[src/design/tdt_pkg.sv]
// Package for the 10-bit down timer with PWM output.
// Assumes a classic Wishbone master with 32-bit data and byte-wide registers.
package tdt_pkg;
  // Register byte addresses.
  localparam logic [7:0] TDT_ADR_CTRL1 = 8'h00;
  localparam logic [7:0] TDT_ADR_CTRL2 = 8'h04;
  localparam logic [7:0] TDT_ADR_HIGH = 8'h08;
  localparam logic [7:0] TDT_ADR_COUNT = 8'h0c;
  localparam logic [7:0] TDT_ADR_DUTY = 8'h10;
  localparam logic [7:0] TDT_ADR_PSCV = 8'h14;
  localparam logic [7:0] TDT_ADR_INT = 8'h18;
  // Field positions in timer_control_one.
  localparam int TDT_C1_EN = 0;
  localparam int TDT_C1_RL = 1;
  localparam int TDT_C1_OS = 2;
  localparam int TDT_C1_HRC = 3;
  localparam int TDT_C1_POL = 6;
  localparam int TDT_C1_OEN = 7;
  // Field positions in timer_control_two.
  localparam int TDT_C2_CS = 5;
  localparam int TDT_C2_CE = 4;
  localparam int TDT_C2_PSN = 3;
  // Field positions in reload_and_duty_high_bits and interrupt_register_two.
  localparam int TDT_HI_RL = 6;
  localparam int TDT_HI_CNT = 4;
  localparam int TDT_HI_DU = 2;
  localparam int TDT_INT_GIE = 7;
  localparam int TDT_INT_IF = 6;
  localparam int TDT_INT_IE = 2;
  // Values after reset and fixed counts.
  localparam logic [7:0] TDT_RST_CTRL1 = 8'h00;
  localparam logic [7:0] TDT_RST_CTRL2 = 8'h08;
  localparam logic [9:0] TDT_CNT_FULL = 10'h3ff;

  // Classic Wishbone request from the master.
  typedef struct packed {
    logic cyc;
    logic stb;
    logic we;
    logic [7:0] adr;
    logic [3:0] sel;
    logic [31:0] dat;
  } tdt_wb_req_s;

  // Whole state of the timer block.
  typedef struct packed {
    logic [7:0] ctrl1;
    logic [7:0] ctrl2;
    logic [1:0] rl_hi;
    logic [1:0] du_hi;
    logic [9:0] reload;
    logic [9:0] duty_buf;
    logic [9:0] duty_act;
    logic [9:0] cnt;
    logic [7:0] ps;
    logic ext_q;
    logic flag;
    logic ie;
    logic global_interrupt_enable;
    logic pwm;
    logic oe_n;
    logic irq;
    logic ack;
    logic [31:0] dat;
  } tdt_state_s;
endpackage

[src/design/tdt_timer.sv]
// 10-bit down-counting timer with prescaler, auto-reload and PWM output.
// Assumes a classic Wishbone master and pins synchronous to i_sys_clk.
//
// Our own choices: register access over Wishbone and the address map.
`timescale 1ns/10ps
module tdt_timer
  import tdt_pkg::*;
(
  // Clock and reset.
  input wire logic i_sys_clk,
  input wire logic i_sys_rst,
  // Wishbone slave.
  input tdt_pkg::tdt_wb_req_s i_wb,
  output logic o_wb_ack,
  output logic [31:0] o_wb_dat,
  // Count sources, both synchronous one-cycle ticks, and the pin.
  input wire logic i_instr_tick,
  input wire logic i_hso_tick,
  input wire logic i_external_clock_pin,
  // PWM pin and interrupt request.
  output logic o_pwm_output_pin,
  output logic o_pwm_oe_n,
  output logic o_irq
);
  import tdt_pkg::*;

  tdt_state_s st;
  tdt_state_s next_st;
  logic src_tick;
  logic tick;
  logic uf;
  logic wr;
  logic wr_low;
  logic [7:0] mask;
  logic [7:0] wdat;

  // Writes land on the edge where ack is high, so data is held by the master then.
  assign wr = i_wb.cyc & i_wb.stb & i_wb.we & st.ack & i_wb.sel[0];
  assign wdat = i_wb.dat[7:0];
  assign wr_low = wr && i_wb.adr == TDT_ADR_COUNT;

  // Source choice: the pin is sampled once per clock, so its edges need no sync.
  always_comb begin
    if (st.ctrl1[TDT_C1_HRC]) begin
      src_tick = i_hso_tick;
    end else if (st.ctrl2[TDT_C2_CS]) begin
      if (st.ctrl2[TDT_C2_CE]) begin
        src_tick = st.ext_q & ~i_external_clock_pin;
      end else begin
        src_tick = ~st.ext_q & i_external_clock_pin;
      end
    end else begin
      src_tick = i_instr_tick;
    end
  end

  // Prescaler passes one tick in every two to the power of sel plus one.
  assign mask = 8'((8'h02 << st.ctrl2[2:0]) - 8'h01);
  assign tick = st.ctrl2[TDT_C2_PSN] ? src_tick : (src_tick && (st.ps & mask) == mask);
  assign uf = tick && st.ctrl1[TDT_C1_EN] && st.cnt == 10'h000;

  // All next-state logic of the block.
  always_comb begin
    next_st = st;
    next_st.ext_q = i_external_clock_pin;
    // Prescaler advances only while inserted, and is cleared when off.
    if (st.ctrl2[TDT_C2_PSN]) begin
      next_st.ps = 8'h00;
    end else if (src_tick) begin
      next_st.ps = st.ps + 8'h01;
    end
    // Counting, underflow and reload.
    if (tick && st.ctrl1[TDT_C1_EN]) begin
      if (st.cnt == 10'h000) begin
        next_st.duty_act = st.duty_buf;
        if (st.ctrl1[TDT_C1_OS]) begin
          next_st.ctrl1[TDT_C1_EN] = 1'b0;
        end else if (st.ctrl1[TDT_C1_RL]) begin
          next_st.cnt = st.reload;
        end else begin
          next_st.cnt = TDT_CNT_FULL;
        end
      end else begin
        next_st.cnt = st.cnt - 10'h001;
      end
    end
    // Register writes.
    if (wr) begin
      unique case (i_wb.adr)
        TDT_ADR_CTRL1: next_st.ctrl1 = wdat;
        TDT_ADR_CTRL2: begin
          next_st.ctrl2 = wdat;
          next_st.ps = 8'h00;
        end
        TDT_ADR_HIGH: begin
          next_st.rl_hi = wdat[TDT_HI_RL+:2];
          next_st.du_hi = wdat[TDT_HI_DU+:2];
        end
        TDT_ADR_COUNT: begin
          next_st.reload = {st.rl_hi, wdat};
          if (!st.ctrl1[TDT_C1_EN]) begin
            next_st.cnt = {st.rl_hi, wdat};
          end
        end
        TDT_ADR_DUTY: next_st.duty_buf = {st.du_hi, wdat};
        TDT_ADR_INT: begin
          next_st.global_interrupt_enable = wdat[TDT_INT_GIE];
          next_st.ie = wdat[TDT_INT_IE];
          if (!wdat[TDT_INT_IF]) begin
            next_st.flag = 1'b0;
          end
        end
        default: begin
        end
      endcase
    end
    // Underflow sets the flag after any clear, so a same-cycle event survives.
    if (uf) begin
      next_st.flag = 1'b1;
    end
    next_st.irq = st.flag & st.ie & st.global_interrupt_enable;
    // PWM: active while the down count is below the duty, giving duty clocks.
    next_st.pwm = (st.cnt < st.duty_act) ^ st.ctrl1[TDT_C1_POL];
    next_st.oe_n = ~st.ctrl1[TDT_C1_OEN];
    // Bus answer one cycle after the request; unmapped addresses read zero.
    next_st.ack = i_wb.cyc & i_wb.stb & ~st.ack;
    next_st.dat = 32'h0000_0000;
    if (i_wb.cyc && i_wb.stb && !st.ack) begin
      unique case (i_wb.adr)
        TDT_ADR_CTRL1: next_st.dat[7:0] = st.ctrl1;
        TDT_ADR_CTRL2: next_st.dat[7:0] = st.ctrl2;
        TDT_ADR_HIGH: next_st.dat[7:0] = {st.rl_hi, st.cnt[9:8], st.du_hi, 2'b00};
        TDT_ADR_COUNT: next_st.dat[7:0] = st.cnt[7:0];
        TDT_ADR_DUTY: next_st.dat[7:0] = st.duty_buf[7:0];
        TDT_ADR_PSCV: next_st.dat[7:0] = st.ps;
        TDT_ADR_INT: begin
          next_st.dat[TDT_INT_GIE] = st.global_interrupt_enable;
          next_st.dat[TDT_INT_IF] = st.flag;
          next_st.dat[TDT_INT_IE] = st.ie;
        end
        default: begin
        end
      endcase
    end
  end

  // State register; every output below comes straight from it.
  always_ff @(posedge i_sys_clk or posedge i_sys_rst) begin
    if (i_sys_rst) begin
      st <= '0;
      st.ctrl1 <= TDT_RST_CTRL1;
      st.ctrl2 <= TDT_RST_CTRL2;
      st.oe_n <= 1'b1;
    end else begin
      st <= next_st;
    end
  end

  assign o_wb_ack = st.ack;
  assign o_wb_dat = st.dat;
  assign o_pwm_output_pin = st.pwm;
  assign o_pwm_oe_n = st.oe_n;
  assign o_irq = st.irq;
endmodule // tdt_timer
[config.mk]
export PLATFORM = sky130hd
export DESIGN_NAME = tdt_timer
export DESIGN_NICKNAME = d
export VERILOG_FILES = /design/src/design/tdt_pkg.sv /design/src/design/tdt_timer.sv
export SDC_FILE = /design/constraint.sdc
export NUM_CORES = 1
export LEC_CHECK = 0
export BUFFER_PORTS_ARGS = -buffer_cell sky130_fd_sc_hd__buf_4
export CAP_MARGIN = 10
export CORE_MARGIN = 3
export CORE_UTILIZATION = 40
export CTS_BUF_LIST = sky130_fd_sc_hd__clkbuf_4
export CTS_CLUSTER_SIZE = 10
export DETAILED_ROUTE_END_ITERATION = 8
export PLACE_DENSITY = 0.59
export SETUP_SLACK_MARGIN = 0.4
export SLEW_MARGIN = 25
export SYNTH_ARGS = -nofsm -noshare
export SYNTH_HDL_FRONTEND = slang
export SYNTH_SLANG_ARGS = --single-unit
[constraint.sdc]
create_clock -name i_sys_clk -period 3.7 [get_ports i_sys_clk]
set_clock_uncertainty 0.2 [all_clocks]
set_input_delay 0.37 -clock i_sys_clk [delete_from_list [all_inputs] [get_ports i_sys_clk]]
set_output_delay 0.37 -clock i_sys_clk [all_outputs]
set_load 0.1 [all_outputs]
==> qor.yml <==
crit_buf_inv: 1
synth_top_cells_by_area: "dfrtp_1 43%, mux2_2 8.7%, buf_4 5.3%"
cp.arrival_ns: 3.27
nets: 585
critPathTopFamily: "simple AND/OR/NAND/NOR gates"
drive_above_1_share: 0.226
fin_cells: 669
dr.max_layer_used: "met4"
place_inst: 644
yosysTopAreaCell: "dfrtp_1"
critPathSlowestCell: "dfrtp_1"
wl_met3_um: 618
synthArstFlopShare: 1.00
grt_pass1_wl_mm: 19.3
fmax_mhz: 319
cp.required_ns: 3.84
clock_sinks: 84
clk_latency_ns: 0.44
track_usage: 0.188
place_congestion: 0.875
final_antenna_net_count: 0
slew_violations: 0
synth_cell_types: 64
ctsLongestPathBuffers: 2
wl_met2_mm: 5.38
grt_pass1_vias: 3562
synthesis.area_mm2: 0.00481
p_sw_frac: 0.374
ir_drop_uv: 243
run_status: "complete, no violations"
place_hpwl_mm: 8.66
grt_remaining_overflow: 0
die_w_um: 116
p_int_mw: 1.29
startpoint_type: "register"
floorplan.rows: 39
reg2reg_to: "st[58]"
yosysSeqAreaShare: 0.438
core_area_mm2: 0.0116
layout_min_cycle_time_ns: 3.13
via_per_inst: 5.55
hp-start: "i_wb[6]"
clk_pin_slew_ns: 0.13
antenna_found_initial: 0
switchingPower_mw: 0.770
htreeDepth: 3
whs_endpoint: "st[84]"
end_kind: "register"
drcViolationCount: 0
sequentialPowerShare: 0.537
grt_max_degree: 51
cp_cell_sequence: "or3_1 > ha_1 > nor2b_1 > a22oi_1 > a31oi_1 > nor4_4 > buf_4 > and2_2 > mux2_2"
clkPwrFrac: 0.213
fill_cells: 1134
post-route-util: 0.456
drt_iter0_markers: 324
worstSetupPathType: "register to register"
reg2reg_slack_ns: 0.57
syn_avg_cell_area_um2: 9.87
power_density_mw_per_mm2: 391
clockRootBuffer: "clkbuf_4"
wl_mm: 12.1
relSlewSlack: 0.435
yosys-top-cells-count: "82 x dfrtp_1, 38 x nand2_1, 37 x mux2_2, 36 x nor2_1, 34 x buf_4"
ys.flop_type: "dfrtp_1"
initial_utilization: 0.416
synth_most_common_cell: "dfrtp_1"
min_period_over_period: 0.846
avgRoutedWirePerCell_um: 18.1
cts_setup_buffers: 0
yosysTopAreaCellShare: 0.427
synth_edf_count: 0
worstMarginPinSlew_ns: 0.847
die_h_um: 116
setup_viol_count_final: 0
p_comb_frac: 0.250
antennaDiodeCount: 0
via_count: 3715
io_pins: 88
wl_met1_mm: 5.91
dieArea_mm2: 0.0134
setup_tns_ns: 0
min_path_type: "input pin to register"
ys_ff_latch: 84
syn_to_final_growth_pct: 9.63
maxCapViolCount: 0
holdPathStages: 3
cp_max_fo: 11
max_stage_delay_ns: 0.50
final_hold_viol_count: 0
leakagePower_nw: 2.49
cts-buffers-inserted: 9
portBuffers: 36
drtPass1Iterations: 5
rr_startpoint: "st[93]"
r2r_cells: 9
cts_tree: "built"
rsz0062_at_grt: "no"
syn_inst: 487
synth_warnings: 0
## per-stage QoR
step	hold slack [ns]	worst slack (ns)	power (mW)	area, um2
after detailed placement	0.228	0.508	1.63	5070
final	0.0307	0.569	2.06	5270
after floorplan	0.177	0.862	1.50	4890
after CTS	0.00691	0.481	2.08	5260
after global routing	0.00360	0.430	2.20	5270
after global placement	0.213	0.563	1.62	5070
## worst reg2reg max path, delay by kind of cell, from the launching register on
kind	cells	cell delay (ns)
buffers and inverters	1	0.20
DFF	1	0.50
and+or+nand+nor	4	1.16
AOI/OAI and AO/OA	2	0.35
adders and majority gates	1	0.28
muxes	1	0.36
## power groups by stage
stage,sequential (mW),combinational [mW],clock (mW)
global placement,1.12,0.491,0
detailed placement,1.12,0.505,0
CTS,1.10,0.514,0.458
global route,1.12,0.574,0.507
finish,1.11,0.515,0.440
floorplan,1.07,0.429,0
## cell type report
| type | count | area (um2) | area share |
|---|---|---|---|
| Clock inverter | 7 | 33.8 | 0.00641 |
| Sequential cell | 84 | 2100 | 0.399 |
| Tap cell | 143 | 179 | 0.0339 |
| Timing Repair Buffer | 54 | 428 | 0.0812 |
| Clock buffer | 9 | 67.6 | 0.0128 |
| Multi-Input combinational cell | 346 | 2360 | 0.448 |
| Inverter | 26 | 98.8 | 0.0188 |
## flip-flops by register name, indices dropped and copies added, names as in the netlist
signal,count
st,72
o_wb_dat,8
o_irq,1
o_pwm_oe_n,1
o_pwm_output_pin,1
o_wb_ack,1
## layout by cell type, fill, tap and decap left out, drive strengths merged, types with 4 or more instances in the layout
cell type | Yosys | layout
clkbuf | 14 | 9
and3 | 6 | 6
clkinv | 0 | 7
a31o | 4 | 4
mux2i | 10 | 10
nand3 | 17 | 17
inv | 26 | 25
o21ai | 33 | 33
dfrtp | 82 | 82
buf | 40 | 45
or3 | 5 | 5
a21oi | 19 | 19
nor2b | 5 | 5
ha | 12 | 12
a211oi | 5 | 5
xor2 | 6 | 6
dlygate4sd3 | 0 | 9
nor3 | 13 | 13
a22oi | 5 | 5
nand2 | 38 | 38
mux2 | 37 | 37
conb | 1 | 24
nand2b | 8 | 8
nor2 | 37 | 37
## how the worst max path moves through the flow
stage                     endpoint  startpoint  slack [ns]  cells past startpoint
after floorplan             st[40]    o_wb_ack        0.86                      7
after global placement      st[58]      st[93]        0.56                      9
after global routing        st[58]      st[93]        0.43                      9
final                       st[58]      st[93]        0.57                      9
after detailed placement    st[58]      st[93]        0.51                      9
after CTS                   st[58]      st[93]        0.48                      9
## routing by layer
| layer | vias up | GRT usage |
|---|---|---|
| met5 | - | 0 |
| met4 | 0 | 0.0464 |
| met3 | 15 | 0.0444 |
| met2 | 118 | 0.280 |
| met1 | 1834 | 0.280 |
| li1 | 1748 | - |
## kinds of logic after synthesis
family	Yosys count	share of synthesized area
and+or+nand+nor	149	0.158
AOI/OAI and AO/OA	103	0.144
DFF	84	0.438
buffers and inverters	80	0.0913
muxes	50	0.122
adders and majority gates	12	0.0312
xor gates and xnor gates	8	0.0146
other	1	0.000780
## timing repair
action	4_1_cts	5_1_grt
hold buffers	9	0
endpoints found under the setup margin	0	5
resized for setup	0	2
endpoints found under the hold margin	67	0
No activity file was read; power rests on OpenSTA's default activity.
